**src/bscx_pkg.sv**
```systemverilog
// Shared constants and types for the bit-test, call and clear execution slice.
package bscx_pkg;

    // ------------------------------------------------------------------
    // Widths
    // ------------------------------------------------------------------
    localparam int unsigned PC_W     = 15;
    localparam int unsigned ACC_W    = 8;
    localparam int unsigned FADDR_W  = 7;
    localparam int unsigned BSEL_W   = 3;
    localparam int unsigned TGT_W    = 11;
    localparam int unsigned LATCH_W  = 7;

    // ------------------------------------------------------------------
    // Register map (byte offsets, one 32-bit word each)
    // ------------------------------------------------------------------
    localparam logic [4:0] ACC_OFS   = 5'h00;
    localparam logic [4:0] LATCH_OFS = 5'h04;
    localparam logic [4:0] STAT_OFS  = 5'h08;
    localparam logic [4:0] GUARD_OFS = 5'h0c;
    localparam logic [4:0] PCL_OFS   = 5'h10;

    // Status word fields.
    localparam int unsigned ST_ZERO_BIT   = 0;
    localparam int unsigned ST_SLEEPN_BIT = 1;
    localparam int unsigned ST_EXPN_BIT   = 2;

    // Reset values and the clear value.
    localparam logic [7:0]  ACC_RST    = 8'h00;
    localparam logic [6:0]  LATCH_RST  = 7'h00;
    localparam logic        ZERO_RST   = 1'b0;
    localparam logic        SLEEPN_RST = 1'b1;
    localparam logic        EXPN_RST   = 1'b1;
    localparam logic [7:0]  CLR_VALUE  = 8'h00;

    // ------------------------------------------------------------------
    // Operation selectors and execution states
    // ------------------------------------------------------------------
    typedef enum logic [2:0] {
        OP_SKIP_LOW  = 3'h0,
        OP_SKIP_HIGH = 3'h1,
        OP_CALL      = 3'h2,
        OP_ICALL     = 3'h3,
        OP_FZERO     = 3'h4,
        OP_AZERO     = 3'h5,
        OP_KICK      = 3'h6,
        OP_NONE      = 3'h7
    } bscx_op_t;

    typedef enum logic {
        ST_IDLE = 1'b0,
        ST_HOLD = 1'b1
    } bscx_state_t;

endpackage

```
**src/bscx_guard.sv**
```systemverilog
// Guard counter with prescaler, cleared by the guard timer kick.
`timescale 1ns/1ps
`default_nettype none

module bscx_guard #(
    parameter int unsigned CNT_W = 8,
    parameter int unsigned PRE_W = 5
) (
    input  wire logic             clk_i,
    input  wire logic             rstn_i,
    input  wire logic             kick_i,
    output logic [CNT_W-1:0]      count_o,
    output logic                  expire_o
);

    logic [PRE_W-1:0] pre_r;
    logic             tick;

    if (CNT_W < 1 || CNT_W > 32 || PRE_W < 1 || PRE_W > 24) begin
        $error("bscx_guard: unsupported counter widths");
    end

    // ------------------------------------------------------------------
    // Prescaler
    // ------------------------------------------------------------------
    assign tick = &pre_r;

    always_ff @(posedge clk_i) begin
        if (!rstn_i || kick_i) begin
            pre_r <= '0;
        end else begin
            pre_r <= pre_r + 1'b1;
        end
    end

    // ------------------------------------------------------------------
    // Counter
    // ------------------------------------------------------------------
    always_ff @(posedge clk_i) begin
        if (!rstn_i || kick_i) begin
            count_o <= '0;
        end else if (tick) begin
            count_o <= count_o + 1'b1;
        end
    end

    // Wrap of the counter is the timeout event.
    always_ff @(posedge clk_i) begin
        if (!rstn_i || kick_i) begin
            expire_o <= 1'b0;
        end else begin
            expire_o <= tick && (&count_o);
        end
    end

    guard_clear_a: assert property (@(posedge clk_i) disable iff (!rstn_i)
        kick_i |=> (count_o == '0) && (pre_r == '0) && !expire_o)
        else $error("guard counter not cleared by kick");

endmodule
`default_nettype wire

```
**src/bscx_exec.sv**
```systemverilog
// Execution slice for bit skip, subroutine call, clear and guard kick ops.
//
// The Avalon-MM slave port and the address map were chosen for this implementation.
`timescale 1ns/1ps
`default_nettype none

module bscx_exec #(
    parameter int unsigned GUARD_W = 8,
    parameter int unsigned PRE_W   = 5
) (
    input  wire logic                        clk_i,
    input  wire logic                        rstn_i,
    // Operation issue from the fetch path.
    input  wire logic                        op_valid_i,
    output logic                             op_ready_o,
    input  wire logic [2:0]                  op_sel_i,
    input  wire logic [6:0]                  op_file_i,
    input  wire logic [2:0]                  op_bit_i,
    input  wire logic [10:0]                 op_target_i,
    input  wire logic [14:0]                 pc_i,
    // Data register file.
    output logic [6:0]                       file_rd_addr_o,
    input  wire logic [7:0]                  file_rd_data_i,
    output logic                             file_wr_o,
    output logic [6:0]                       file_wr_addr_o,
    output logic [7:0]                       file_wr_data_o,
    // Return stack and program counter.
    output logic                             stack_push_o,
    output logic [14:0]                      stack_head_o,
    output logic                             pc_load_o,
    output logic [14:0]                      pc_load_val_o,
    output logic                             skip_o,
    // State seen by the rest of the core.
    output logic [7:0]                       acc_o,
    output logic                             zero_flag_o,
    output logic                             expiry_flag_n_o,
    output logic                             sleep_flag_n_o,
    output logic                             guard_expire_o,
    // Avalon-MM slave.
    input  wire logic [4:0]                  avs_address_i,
    input  wire logic                        avs_read_i,
    input  wire logic                        avs_write_i,
    input  wire logic [31:0]                 avs_writedata_i,
    input  wire logic [3:0]                  avs_byteenable_i,
    output logic [31:0]                      avs_readdata_o,
    output logic                             avs_waitrequest_o
);

    bscx_pkg::bscx_state_t state_r;
    logic [6:0]            latch_r;
    logic [GUARD_W-1:0]    guard_cnt;
    logic                  accept;
    logic                  bit_val;
    logic                  two_cycle;
    logic                  kick;
    logic                  ack_r;
    logic                  bus_wr;
    logic                  sw_stat_wr;
    bscx_pkg::bscx_op_t    op;

    if (GUARD_W < 1 || GUARD_W > 32) begin
        $error("bscx_exec: GUARD_W must be 1 to 32");
    end

    // ------------------------------------------------------------------
    // Issue and decode
    // ------------------------------------------------------------------
    assign op         = bscx_pkg::bscx_op_t'(op_sel_i);
    assign op_ready_o = (state_r == bscx_pkg::ST_IDLE);
    assign accept     = op_valid_i && op_ready_o;
    assign kick       = accept && (op == bscx_pkg::OP_KICK);

    // The register file answers within the cycle, so the operand is
    // tested at the accept edge.
    assign file_rd_addr_o = op_file_i;
    assign bit_val        = file_rd_data_i[op_bit_i];

    always_comb begin
        unique case (op)
            bscx_pkg::OP_SKIP_LOW:  two_cycle = !bit_val;
            bscx_pkg::OP_SKIP_HIGH: two_cycle = bit_val;
            bscx_pkg::OP_CALL:      two_cycle = 1'b1;
            bscx_pkg::OP_ICALL:     two_cycle = 1'b1;
            default:                two_cycle = 1'b0;
        endcase
    end

    // ------------------------------------------------------------------
    // Execution state
    // ------------------------------------------------------------------
    // The hold cycle is where the discarded instruction runs as a no-op,
    // or where the fetch path refills after a call.
    always_ff @(posedge clk_i) begin
        if (!rstn_i) begin
            state_r <= bscx_pkg::ST_IDLE;
        end else begin
            unique case (state_r)
                bscx_pkg::ST_IDLE: begin
                    if (accept && two_cycle) begin
                        state_r <= bscx_pkg::ST_HOLD;
                    end
                end
                bscx_pkg::ST_HOLD: begin
                    state_r <= bscx_pkg::ST_IDLE;
                end
            endcase
        end
    end

    always_ff @(posedge clk_i) begin
        if (!rstn_i) begin
            skip_o <= 1'b0;
        end else begin
            skip_o <= accept && two_cycle &&
                      (op == bscx_pkg::OP_SKIP_LOW ||
                       op == bscx_pkg::OP_SKIP_HIGH);
        end
    end

    // ------------------------------------------------------------------
    // Return stack and program counter
    // ------------------------------------------------------------------
    always_ff @(posedge clk_i) begin
        if (!rstn_i) begin
            stack_push_o <= 1'b0;
            stack_head_o <= '0;
        end else begin
            stack_push_o <= accept && (op == bscx_pkg::OP_CALL ||
                                       op == bscx_pkg::OP_ICALL);
            if (accept && (op == bscx_pkg::OP_CALL ||
                           op == bscx_pkg::OP_ICALL)) begin
                stack_head_o <= pc_i + 15'h0001;
            end
        end
    end

    always_ff @(posedge clk_i) begin
        if (!rstn_i) begin
            pc_load_o     <= 1'b0;
            pc_load_val_o <= '0;
        end else begin
            pc_load_o <= accept && (op == bscx_pkg::OP_CALL ||
                                    op == bscx_pkg::OP_ICALL);
            if (accept && op == bscx_pkg::OP_CALL) begin
                pc_load_val_o <= {latch_r[6:3], op_target_i};
            end else if (accept && op == bscx_pkg::OP_ICALL) begin
                pc_load_val_o <= {latch_r, acc_o};
            end
        end
    end

    // ------------------------------------------------------------------
    // File clear
    // ------------------------------------------------------------------
    always_ff @(posedge clk_i) begin
        if (!rstn_i) begin
            file_wr_o      <= 1'b0;
            file_wr_addr_o <= '0;
        end else begin
            file_wr_o <= accept && (op == bscx_pkg::OP_FZERO);
            if (accept && op == bscx_pkg::OP_FZERO) begin
                file_wr_addr_o <= op_file_i;
            end
        end
    end

    assign file_wr_data_o = bscx_pkg::CLR_VALUE;

    // ------------------------------------------------------------------
    // Accumulator, latch and flags
    // ------------------------------------------------------------------
    assign bus_wr     = avs_write_i && ack_r && avs_byteenable_i[0];
    assign sw_stat_wr = bus_wr && avs_address_i == bscx_pkg::STAT_OFS;

    // An instruction clearing the accumulator wins over a bus write.
    always_ff @(posedge clk_i) begin
        if (!rstn_i) begin
            acc_o <= bscx_pkg::ACC_RST;
        end else if (accept && op == bscx_pkg::OP_AZERO) begin
            acc_o <= bscx_pkg::CLR_VALUE;
        end else if (bus_wr && avs_address_i == bscx_pkg::ACC_OFS) begin
            acc_o <= avs_writedata_i[7:0];
        end
    end

    always_ff @(posedge clk_i) begin
        if (!rstn_i) begin
            latch_r <= bscx_pkg::LATCH_RST;
        end else if (bus_wr && avs_address_i == bscx_pkg::LATCH_OFS) begin
            latch_r <= avs_writedata_i[6:0];
        end
    end

    // Only the clear ops and a status write touch the zero flag here; skips and calls do not.
    always_ff @(posedge clk_i) begin
        if (!rstn_i) begin
            zero_flag_o <= bscx_pkg::ZERO_RST;
        end else if (accept && (op == bscx_pkg::OP_FZERO ||
                                op == bscx_pkg::OP_AZERO)) begin
            zero_flag_o <= 1'b1;
        end else if (sw_stat_wr) begin
            zero_flag_o <= avs_writedata_i[bscx_pkg::ST_ZERO_BIT];
        end
    end

    // A timeout in the same cycle as a kick still sets the expiry flag (expiry_flag_n_o low).
    always_ff @(posedge clk_i) begin
        if (!rstn_i) begin
            expiry_flag_n_o <= bscx_pkg::EXPN_RST;
        end else if (guard_expire_o) begin
            expiry_flag_n_o <= 1'b0;
        end else if (kick) begin
            expiry_flag_n_o <= 1'b1;
        end
    end

    always_ff @(posedge clk_i) begin
        if (!rstn_i) begin
            sleep_flag_n_o <= bscx_pkg::SLEEPN_RST;
        end else if (kick) begin
            sleep_flag_n_o <= 1'b1;
        end else if (sw_stat_wr) begin
            sleep_flag_n_o <= avs_writedata_i[bscx_pkg::ST_SLEEPN_BIT];
        end
    end

    // ------------------------------------------------------------------
    // Guard counter
    // ------------------------------------------------------------------
    bscx_guard #(
        .CNT_W (GUARD_W),
        .PRE_W (PRE_W)
    ) u_guard (
        .clk_i    (clk_i),
        .rstn_i   (rstn_i),
        .kick_i   (kick),
        .count_o  (guard_cnt),
        .expire_o (guard_expire_o)
    );

    // ------------------------------------------------------------------
    // Avalon-MM slave
    // ------------------------------------------------------------------
    // Every access waits exactly one cycle; read data are registered so
    // they stand at the edge where waitrequest is seen low.
    assign avs_waitrequest_o = (avs_read_i || avs_write_i) && !ack_r;

    always_ff @(posedge clk_i) begin
        if (!rstn_i) begin
            ack_r <= 1'b0;
        end else begin
            ack_r <= (avs_read_i || avs_write_i) && !ack_r;
        end
    end

    always_ff @(posedge clk_i) begin
        if (!rstn_i) begin
            avs_readdata_o <= '0;
        end else if (avs_read_i && !ack_r) begin
            unique case (avs_address_i)
                bscx_pkg::ACC_OFS:   avs_readdata_o <= {24'h000000, acc_o};
                bscx_pkg::LATCH_OFS: avs_readdata_o <= {25'h0, latch_r};
                bscx_pkg::STAT_OFS:  avs_readdata_o <= {29'h0,
                    expiry_flag_n_o, sleep_flag_n_o, zero_flag_o};
                bscx_pkg::GUARD_OFS: avs_readdata_o <= 32'(guard_cnt);
                bscx_pkg::PCL_OFS:   avs_readdata_o <= {17'h0, pc_load_val_o};
                default:             avs_readdata_o <= '0;
            endcase
        end
    end

    // ------------------------------------------------------------------
    // Checks
    // ------------------------------------------------------------------
    skip_low_a: assert property (@(posedge clk_i) disable iff (!rstn_i)
        accept && op == bscx_pkg::OP_SKIP_LOW
        |=> skip_o == !$past(bit_val) && !pc_load_o)
        else $error("skip on bit low decided wrongly");

    skip_high_a: assert property (@(posedge clk_i) disable iff (!rstn_i)
        accept && op == bscx_pkg::OP_SKIP_HIGH
        |=> skip_o == $past(bit_val) && op_ready_o == !$past(bit_val))
        else $error("skip on bit high decided wrongly");

    call_push_a: assert property (@(posedge clk_i) disable iff (!rstn_i)
        accept && op == bscx_pkg::OP_CALL
        |=> stack_push_o && stack_head_o == $past(pc_i) + 15'h0001)
        else $error("call pushed wrong return address");

    call_target_a: assert property (@(posedge clk_i) disable iff (!rstn_i)
        accept && op == bscx_pkg::OP_CALL
        |=> pc_load_o &&
            pc_load_val_o == {$past(latch_r[6:3]), $past(op_target_i)})
        else $error("call loaded wrong target");

    call_len_a: assert property (@(posedge clk_i) disable iff (!rstn_i)
        accept && op == bscx_pkg::OP_CALL |=> !op_ready_o ##1 op_ready_o)
        else $error("call did not take two cycles");

    icall_push_a: assert property (@(posedge clk_i) disable iff (!rstn_i)
        accept && op == bscx_pkg::OP_ICALL
        |=> stack_push_o && pc_load_o &&
            stack_head_o == $past(pc_i) + 15'h0001)
        else $error("indirect call pushed wrong return address");

    icall_target_a: assert property (@(posedge clk_i) disable iff (!rstn_i)
        accept && op == bscx_pkg::OP_ICALL
        |=> pc_load_val_o == {$past(latch_r), $past(acc_o)})
        else $error("indirect call loaded wrong target");

    icall_len_a: assert property (@(posedge clk_i) disable iff (!rstn_i)
        accept && op == bscx_pkg::OP_ICALL |=> !op_ready_o ##1 op_ready_o)
        else $error("indirect call did not take two cycles");

    file_zero_a: assert property (@(posedge clk_i) disable iff (!rstn_i)
        accept && op == bscx_pkg::OP_FZERO
        |=> file_wr_o && file_wr_data_o == 8'h00 && zero_flag_o &&
            file_wr_addr_o == $past(op_file_i))
        else $error("file clear wrong");

    acc_zero_a: assert property (@(posedge clk_i) disable iff (!rstn_i)
        accept && op == bscx_pkg::OP_AZERO
        |=> acc_o == 8'h00 && zero_flag_o && !file_wr_o)
        else $error("accumulator clear wrong");

    kick_flags_a: assert property (@(posedge clk_i) disable iff (!rstn_i)
        kick && !guard_expire_o
        |=> expiry_flag_n_o && sleep_flag_n_o && $stable(zero_flag_o))
        else $error("guard kick flags wrong");

    flags_keep_a: assert property (@(posedge clk_i) disable iff (!rstn_i)
        accept && op <= bscx_pkg::OP_ICALL && !sw_stat_wr && !guard_expire_o
        |=> $stable(zero_flag_o) && $stable(sleep_flag_n_o) &&
            $stable(expiry_flag_n_o))
        else $error("skip or call changed a flag");

endmodule
`default_nettype wire

```
**config.mk**
```make
export PLATFORM = sky130hd
export DESIGN_NAME = bscx_exec
export DESIGN_NICKNAME = d
export VERILOG_FILES = /design/src/bscx_pkg.sv /design/src/bscx_guard.sv /design/src/bscx_exec.sv
export SDC_FILE = /design/constraint.sdc
export NUM_CORES = 1
export LEC_CHECK = 0
export BUFFER_PORTS_ARGS = -buffer_cell sky130_fd_sc_hd__buf_2
export CAP_MARGIN = 40
export CORE_MARGIN = 2
export CORE_UTILIZATION = 42
export CTS_CLUSTER_SIZE = 25
export DETAILED_ROUTE_END_ITERATION = 7
export GPL_ROUTABILITY_DRIVEN = 0
export HOLD_SLACK_MARGIN = 0.12
export MAX_ROUTING_LAYER = met4
export PLACE_DENSITY = 0.76
export SLEW_MARGIN = 20
export SYNTH_ARGS = -nofsm -noshare
export SYNTH_HDL_FRONTEND = slang
export SYNTH_SLANG_ARGS = --single-unit
```
**constraint.sdc**
```tcl
create_clock -name clk_i -period 1.8 [get_ports clk_i]
set_clock_uncertainty 0.05 [all_clocks]
set_input_delay 0 -clock clk_i [delete_from_list [all_inputs] [get_ports clk_i]]
set_output_delay 0 -clock clk_i [all_outputs]
set_load 0.02 [all_outputs]
```
## Word level (Yosys, flattened, before mapping)

Cells that the tools add are included.

- Add/sub/neg operators: 3
- Magnitude comparators: 1
- Equality and inequality tests: 10
- Muxes and demuxes: 12
- Bitwise gates (word level): 2
- Reduce and logical (&&, ||, !) cells: 36

Operators by type and width:

| operator | number |
|---|---|
| 15-bit one-hot mux with 5 select lines | 1 |
| 15-bit two-way mux | 2 |
| 1-bit logical AND | 18 |
| 15-bit by 1-bit adder with 15-bit output (second input constant) | 1 |
| 5-bit by 4-bit equality test with 1-bit output (second input constant) | 2 |
| 3-bit equality test (second input constant) | 3 |
| 8-bit by 1-bit adder with 8-bit output (second input constant) | 1 |
| 8-bit AND reduction | 1 |
| 3-bit by 2-bit equality test with 1-bit output (second input constant) | 2 |
| 1-bit two-way mux | 6 |
| 2-bit nonzero test | 3 |
| 2-bit OR reduction | 3 |
| 5-bit by 1-bit adder with 5-bit output (second input constant) | 1 |
| 5-bit by 3-bit equality test with 1-bit output (second input constant) | 1 |
| 5-bit equality test (second input constant) | 1 |
| 5-bit logical NOT | 1 |
| 1-bit logical OR | 5 |
| 5-bit AND reduction | 1 |
| 3-bit by 4-bit < comparator with 1-bit output (second input constant) | 1 |
| 1-bit binary-select mux with 3-bit select | 1 |
| 3-bit by 1-bit equality test with 1-bit output (second input constant) | 1 |
| 1-bit logical NOT | 3 |
| 3-bit logical NOT | 1 |
| 1-bit one-hot mux with 3 select lines | 1 |
| other kinds (2) | 3 |

- Register bits: 106
- Bits of input ports: 93
- Output and inout bits: 102
- Word-level logic and storage cells: 81

## Depth between registers and ports, before layout

Gate-level depths: netlist of run 1.

- Word-level depth: 7
- Mapped depth: 8
- Depth with buffers taken out: 7

## Modules after synthesis

Synthesis of run 1 repeated with hierarchy kept, for this count alone.

- Cells, all modules: 462
- Area, all modules: 4167.7 um^2

Modules (own cells, without submodules):

| module | times used | cells each | area each (um^2) |
|---|---|---|---|
| bscx_exec | 1 | 404 | 3609.7 |
| bscx_guard | 1 | 58 | 558.0 |

## Least setup slack after synthesis of run 1

Ideal clock, no wire load.

- Path type: register to register
- Start: reg u_guard.pre_r[0]
- End: reg u_guard.count_o[5]
- Library setup time: 71 ps
- Data arrival time: 1614 ps
- Data required time: 1679 ps
- Setup slack: 65 ps
- Cell stages (with the launch flop): 8
- Buffers on the path: 1
- Path through: dfxtp_1 -> ha_1 -> and3_1 -> ha_1 -> clkbuf_1 -> nand4_1 -> or3_1 -> a21oi_1

- Cells in the longest elaborated chain, start to end: 1

RTL lines:

| element | line | RTL |
|---|---|---|
| start, declared | bscx_guard.sv:16 | `logic [PRE_W-1:0] pre_r;` |
| start signal, assigned | bscx_guard.sv:32 | `pre_r <= pre_r + 1'b1;` |
| 5-bit AND reduction | bscx_guard.sv:26 | `assign tick = &pre_r;` |
| via u_guard.tick | bscx_guard.sv:17 | `logic tick;` |
| end signal, assigned | bscx_guard.sv:43 | `count_o <= count_o + 1'b1;` |
| end, declared | bscx_guard.sv:12 | `output logic [CNT_W-1:0] count_o,` |

The timed path passes the listed nets, and every way through them passes these cells.
A chain may end at the register's enable or synchronous reset.

## Worst setup path after layout of run 1

- Start: in pc_i[4]
- End: reg stack_head_o[9]

- Cells in the longest elaborated chain, start to end: 1

RTL lines:

| element | line | RTL |
|---|---|---|
| start, declared | bscx_exec.sv:20 | `input wire logic [14:0] pc_i,` |
| 15-bit by 1-bit adder with 15-bit output | bscx_exec.sv:132 | `stack_head_o <= pc_i + 15'h0001;` |
| end signal, assigned | bscx_exec.sv:132 |  |
| end, declared | bscx_exec.sv:29 | `output logic [14:0] stack_head_o,` |

Every way passes these cells.

==> results by group, run 1 <==
STA
  • Fin Hold WS: 0.127 ns
  • FMAX: 581 MHz
  • Max-slew headroom: 65.0%
  • RSZ-0062 raised after global routing: true
  • Max-slew violations: 0
  • Final min period: 1.72 ns
  • Setup ws final: 0.0774 ns
  • Worst-Margin Slew: 0.525 ns
  • Fin Setup TNS: 0 ns
  • Final number of setup-violating endpoints: 0
  • Final Cycle Share: 95.7%
  • Final Hold Viols: 0

Logic synthesis
  • Yosys top cell by area: dfxtp_1
  • Syn Inst Count: 452
  • Post-synthesis async set-or-reset flop share: 0%
  • Yosys synthesis warning count: 0
  • Post-synth top area share: 43.1%
  • Seq/Total Area, Yosys: 43.1%
  • Mapped Area: 0.00413 mm²
  • FF+latch count, synth: 89
  • Post-synth EDFFs: 0
  • Synth Flop Type: dfxtp_1
  • Synth unique cells: 42
  • Synth Area per Inst: 9.15 µm²
  • Leading post-synthesis cells by cell area: dfxtp_1 43%, mux2i_1 11%, nor2_1 6.7%

Finish
  • Final core area utilization: 58.6%
  • Non-filler cells, final: 782
  • Layout area overhead: 37.4%
  • Most frequent cells in the layout: 141 x buf_2, 88 x dfxtp_1, 74 x nor2_1, 57 x dlygate4sd3_1, 45 x mux2i_1
  • Share of cells above drive strength 1: 29.4%
  • Final Instance Area: 0.00568 mm²
  • Filler cells: 818
  • Number of diodes: 0
  • Nets: 741
  • Most common cell after layout, fill and taps aside: buf_2

Floorplanning
  • Die height: 103 µm
  • Die Area: 0.0107 mm²
  • Row count: 36
  • Initial core utilization: 42.7%
  • Boundary pin count: 195
  • Die Width: 103 µm
  • Area of the core: 0.00968 mm²

Detailed routing
  • DR pass1 iterations: 4
  • DRT Wirelength: 11600 µm
  • Via density: 5.01
  • Vias: 3920
  • Initial DRC count: 157
  • # DRC: 0
  • Antenna Nets Post-Route: 0
  • Drt wl/cell: 14.9 µm

Clock tree
  • H-Tree Depth: 3
  • Total CTS buffers: 9
  • Clock buffer depth: 2
  • CTS tree: done
  • CTS Root Cell: clkbuf_8
  • CTS sink cnt: 89
  • Worst skew pair latency: 0.36 ns
  • Clock Pin Slew Worst Setup and Hold Paths: 0.09 ns

Global routing
  • First-pass GRT wire length: 18000 µm
  • Number of global-route vias before repair: 3781
  • Antenna violations before repair: 0
  • Largest net degree at the start of global routing: 55
  • Grt ovf: 0
  • Gr usage total: 22.6%

Placed design
  • Detail Placement HPWL: 7890 µm
  • Cell count after placement: 708
  • Setup Slack @ Placement: 0.143 ns
  • Port bufs: 142
  • Area post-placement: 0.00488 mm²

Setup path
  • Critical Path End Type: flip-flop
  • Worst Setup Start Kind: input pin
  • Crit-path max FO: 6
  • CP Data Arrival Time: 1.92 ns
  • CP required: 2.00 ns
  • Critical path class: in -> reg

Power
  • Worst vdd ir: 0.305 mV
  • PwrDens: 684 mW/mm²
  • Final Power: 3.88 mW
  • Leak: 2.44 nW

Job
  • Max Cap Viol: 0

Worst hold path
  • HP Class: in -> reg

Run status
  • Status: finished, final reports clean
-- where the power goes --
group / switching [mW] / total, mW / internal [mW]
clock: 0.705 / 1.21 / 0.506
combinational: 0.356 / 0.630 / 0.273
sequential: 0.0308 / 2.04 / 2.01
-- what timing repair did --
item,4_1_cts,5_1_grt
hold buffers,57,0
endpoints found under the hold margin,60,0
setup endpoints to repair,0,8
buffers inserted,0,1
resized for setup,0,12
-- state kept, by name, indices dropped and copies added, names as in the netlist, 5 cells and up --
name	cells
avs_readdata_o	15
file_wr_addr_o	7
u_guard.pre_r	5
latch_r	7
acc_o	8
u_guard.count_o	8
pc_load_val_o	15
stack_head_o	15
-- cell type report --
| type | count | area (µm²) | share of cell area, % |
|---|---|---|---|
| multi-input combinational | 319 | 2110 | 37.2 |
| sequential | 89 | 1780 | 31.4 |
| timing repair buffer | 214 | 1410 | 24.9 |
| tap | 133 | 166 | 2.93 |
| clock buffer | 12 | 135 | 2.38 |
| inverter | 11 | 41.3 | 0.727 |
| clock inverter | 4 | 30.0 | 0.529 |
-- cell usage after synthesis (3+ instances only) --
| library cell | number |
|---|---|
| buf_1 | 3 |
| dfxtp_1 | 89 |
| inv_1 | 11 |
| nor3_1 | 11 |
| nand3_1 | 11 |
| nor2_1 | 74 |
| nand4_1 | 6 |
| xor2_1 | 6 |
| clkbuf_1 | 19 |
| and3_1 | 3 |
| o21ai_0 | 18 |
| nand2_1 | 16 |
| a21oi_1 | 15 |
| mux2_2 | 4 |
| mux2i_1 | 45 |
| a211oi_1 | 15 |
| xnor2_1 | 14 |
| nor4_1 | 4 |
| ha_1 | 4 |
| a221oi_1 | 8 |
| buf_4 | 33 |
| a22oi_1 | 8 |
| nand3b_1 | 7 |
-- metal layers --
| layer | vias to the layer above | wire length [µm] | global-route usage (%) |
|---|---|---|---|
| li1 | 1907 | - | - |
| met1 | 1825 | 4800 | 26.4 |
| met2 | 162 | 5790 | 38.3 |
| met3 | 26 | 823 | 5.11 |
| met4 | 0 | 221 | 8.30 |
| met5 | - | 0 | - |
-- kinds of logic (layout without fill, tap and decap cells) --
group                      count (synthesis)  in the layout  synth area share (%)
AOI/OAI and AO/OA                         71             71                  11.1
buffers and inverters                     68            241                  9.53
DFF                                       89             89                  43.1
adders and majority gates                  4              4                  1.21
other                                      1             25                0.0907
xor gates and xnor gates                  20             20                  4.24
muxes                                     51             51                  13.1
and+or+nand+nor                          148            148                  17.7
-- critical path, cell delays in order --
cell,delay (ns)
dlygate4sd3_1,0.52
buf_2,0.14
nand3_2,0.17
nor4_4,0.31
xnor2_1,0.15
dlygate4sd3_1,0.57
a21oi_1,0.06
-- worst paths after layout --
kind / startpoint / end / slack (ns) / cells past startpoint
hold / removal: pc_i[2] / stack_head_o[5] / 0.13 / 4
hold reg to reg: u_guard.expire_o / expiry_flag_n_o / 0.38 / 1
setup / recovery: pc_i[4] / stack_head_o[9] / 0.08 / 7
setup reg to reg: state_r / file_wr_o / 0.08 / 4
No activity file was read; power rests on OpenSTA's default activity.
==> run 2: changes to the inputs <==
- CORE_UTILIZATION: 42 -> 30
- PLACE_DENSITY: 0.76 -> default
==> run 2 against run 1 <==
Against the previous run:
- total power increased by 14%
- non-clock buffer count is 1 lower
- via count fell by 0.20%
- wire length rose by 6.0%
- highest routed layer unchanged
- critical path type unchanged
- critical path depth is the same
- utilization decreased by 15 points
- first-iteration DRC count increased by 24%
- global-route usage fell by 5.5 points
- cell area increased by 2.2%
==> results by group, run 2 (synthesized netlist as in run 1, its figures left out) <==
STA
  • Final Cycle Share: 95.9% (was 95.7%)
  • Max-slew violations: 0 (unchanged)
  • FMAX: 579 MHz (was 581 MHz)
  • Final number of setup-violating endpoints: 0 (unchanged)
  • RSZ-0062 raised after global routing: true (unchanged)
  • Final min period: 1.73 ns (was 1.72 ns)
  • Final Hold Viols: 0 (unchanged)
  • Fin Hold WS: 0.146 ns (was 0.127 ns)

Floorplanning
  • Row count: 42 (was 36)
  • Boundary pin count: 195 (unchanged)
  • Initial core utilization: 31.0% (was 42.7%)
  • Die Area: 0.0147 mm² (was 0.0107 mm²)
  • Area of the core: 0.0133 mm² (was 0.00968 mm²)
  • Die height: 121 µm (was 103 µm)
  • Die Width: 121 µm (was 103 µm)

Clock tree
  • CTS sink cnt: 89 (unchanged)
  • CTS Root Cell: clkbuf_16 (was clkbuf_8)
  • H-Tree Depth: 3 (unchanged)
  • CTS tree: done (unchanged)
  • Worst skew pair latency: 0.34 ns (was 0.36 ns)
  • Clock Pin Slew Worst Setup and Hold Paths: 0.06 ns (was 0.09 ns)
  • Clock buffer depth: 2 (unchanged)
  • Total CTS buffers: 9 (unchanged)

Detailed routing
  • # DRC: 0 (unchanged)
  • DR WL met3: 701 µm (was 823 µm)
  • Antenna Nets Post-Route: 0 (unchanged)
  • DRT Wirelength: 12300 µm (was 11600 µm)
  • Via density: 4.75 (was 5.01)
  • Vias: 3912 (was 3920)
  • Drt wl/cell: 15.0 µm (was 14.9 µm)
  • Wl on met1: 5220 µm (was 4800 µm)
  • Initial DRC count: 195 (was 157)
  • Uppermost layer routed: met4 (unchanged)
  • DR pass1 iterations: 5 (was 4)
  • Routed met2 length: 6180 µm (was 5790 µm)

Finish
  • Most common cell after layout, fill and taps aside: buf_2 (unchanged)
  • Largest registers: avs_readdata_o: 15 flops, pc_load_val_o: 15 flops, stack_head_o: 15 flops (unchanged)
  • Layout area overhead: 40.4% (was 37.4%)
  • Reg area: 0.00178 mm² (unchanged)
  • Area taken by multi-input logic gates: 0.00209 mm² (was 0.00211 mm²)
  • Number of diodes: 0 (unchanged)
  • Filler cells: 1292 (was 818)
  • Nets: 740 (was 741)
  • Share of cells above drive strength 1: 29.9% (was 29.4%)
  • Most frequent cells in the layout: 142 x buf_2, 88 x dfxtp_1, 74 x nor2_1, 54 x dlygate4sd3_1, 45 x mux2i_1 (was 141 x buf_2, 88 x dfxtp_1, 74 x nor2_1, 57 x dlygate4sd3_1, 45 x mux2i_1)

Power
  • Final Power: 4.42 mW (was 3.88 mW)
  • Leak: 2.47 nW (was 2.44 nW)
  • PwrDens: 762 mW/mm² (was 684 mW/mm²)
  • Worst vdd ir: 0.420 mV (was 0.305 mV)

Run status
  • Status: finished, final reports clean (unchanged)

Setup path
  • Crit-path max FO: 6 (unchanged)
  • Worst Setup Start Kind: input pin (unchanged)
  • Critical path class: in -> reg (unchanged)
  • Critical Path End Type: flip-flop (unchanged)
  • CP Data Arrival Time: 1.95 ns (was 1.92 ns)
  • CP required: 2.02 ns (was 2.00 ns)

Global routing
  • Largest net degree at the start of global routing: 47 (was 55)
  • Grt ovf: 0 (unchanged)
  • Gr usage total: 17.1% (was 22.6%)
  • Antenna violations before repair: 0 (unchanged)
  • First-pass GRT wire length: 18800 µm (was 18000 µm)
  • Number of global-route vias before repair: 3695 (was 3781)

Placed design
  • Port bufs: 142 (unchanged)
  • Detail Placement HPWL: 8680 µm (was 7890 µm)

Job
  • Max Cap Viol: 0 (unchanged)

Worst hold path
  • HP Class: in -> reg (unchanged)
[run 2: cell count changes in the layout (fill, tap and decap cells not counted), sizes merged]
cell | previous run | this run
buf | 157 | 159
clkinv | 3 | 1
dlygate4sd3 | 57 | 54
clkbuf | 12 | 10
clkinvlp | 1 | 4
inv | 11 | 12
[run 2: path summary, 6_finish.rpt]
check	slack (ns)	start	cells past startpoint	end
min	0.15	op_sel_i[0]	2	file_wr_o
max reg2reg	0.10	state_r	4	file_wr_o
max	0.07	pc_i[2]	7	stack_head_o[13]
min reg2reg	0.40	u_guard.pre_r[0]	1	u_guard.pre_r[0]
[run 2: layout make-up]
cell class | instances | share of cell area [%]
clock buffers | 10 | 3.95
multi-input cells | 319 | 36.1
flip-flops and latches | 89 | 30.7
well taps | 176 | 3.79
repair buffers | 213 | 24.0
inverters | 11 | 0.712
clock inverters | 6 | 0.755
[run 2: report_power, final]
| part | switching (mW) | internal, mW |
|---|---|---|
| Combinational | 0.356 | 0.267 |
| Sequential | 0.0311 | 2.01 |
| Clock | 0.812 | 0.938 |
| Total | 1.20 | 3.22 |
[run 2: what timing repair did]
item                                    CTS  global route
hold buffers                             54             0
endpoints found under the setup margin    0             5
setup buffers                             0             1
hold endpoints to repair                 57             0
resized for setup                         0             7
[run 2: worst max-delay path: stages]
cell and delay (ns):
dlygate4sd3_1 0.52, buf_2 0.16, nand3_2 0.17, nor3_2 0.25, nand4_1 0.11, dlygate4sd3_1 0.56
a31oi_1 0.18
[run 2: through the flow]
stage          util (%)  instance area (µm²)  setup TNS (ns)  cells  worst slack, ns
3_5_place_dp       37.1                 4950               0    753            0.159
4_1_cts            43.2                 5760               0    823           0.0229
3_3_place_gp       37.1                 4950               0    753            0.221
2_1_floorplan         -                 4220               0    476           0.0651
6_report           43.5                 5800               0    824           0.0729
5_1_grt            43.5                 5800         -0.0122    824          -0.0122
[run 2: metal layers]
metal / vias up / global-route usage [%]
met5: - / -
met4: 0 / 6.39
met3: 19 / 3.76
met2: 139 / 28.7
met1: 1846 / 20.2
li1: 1908 / -
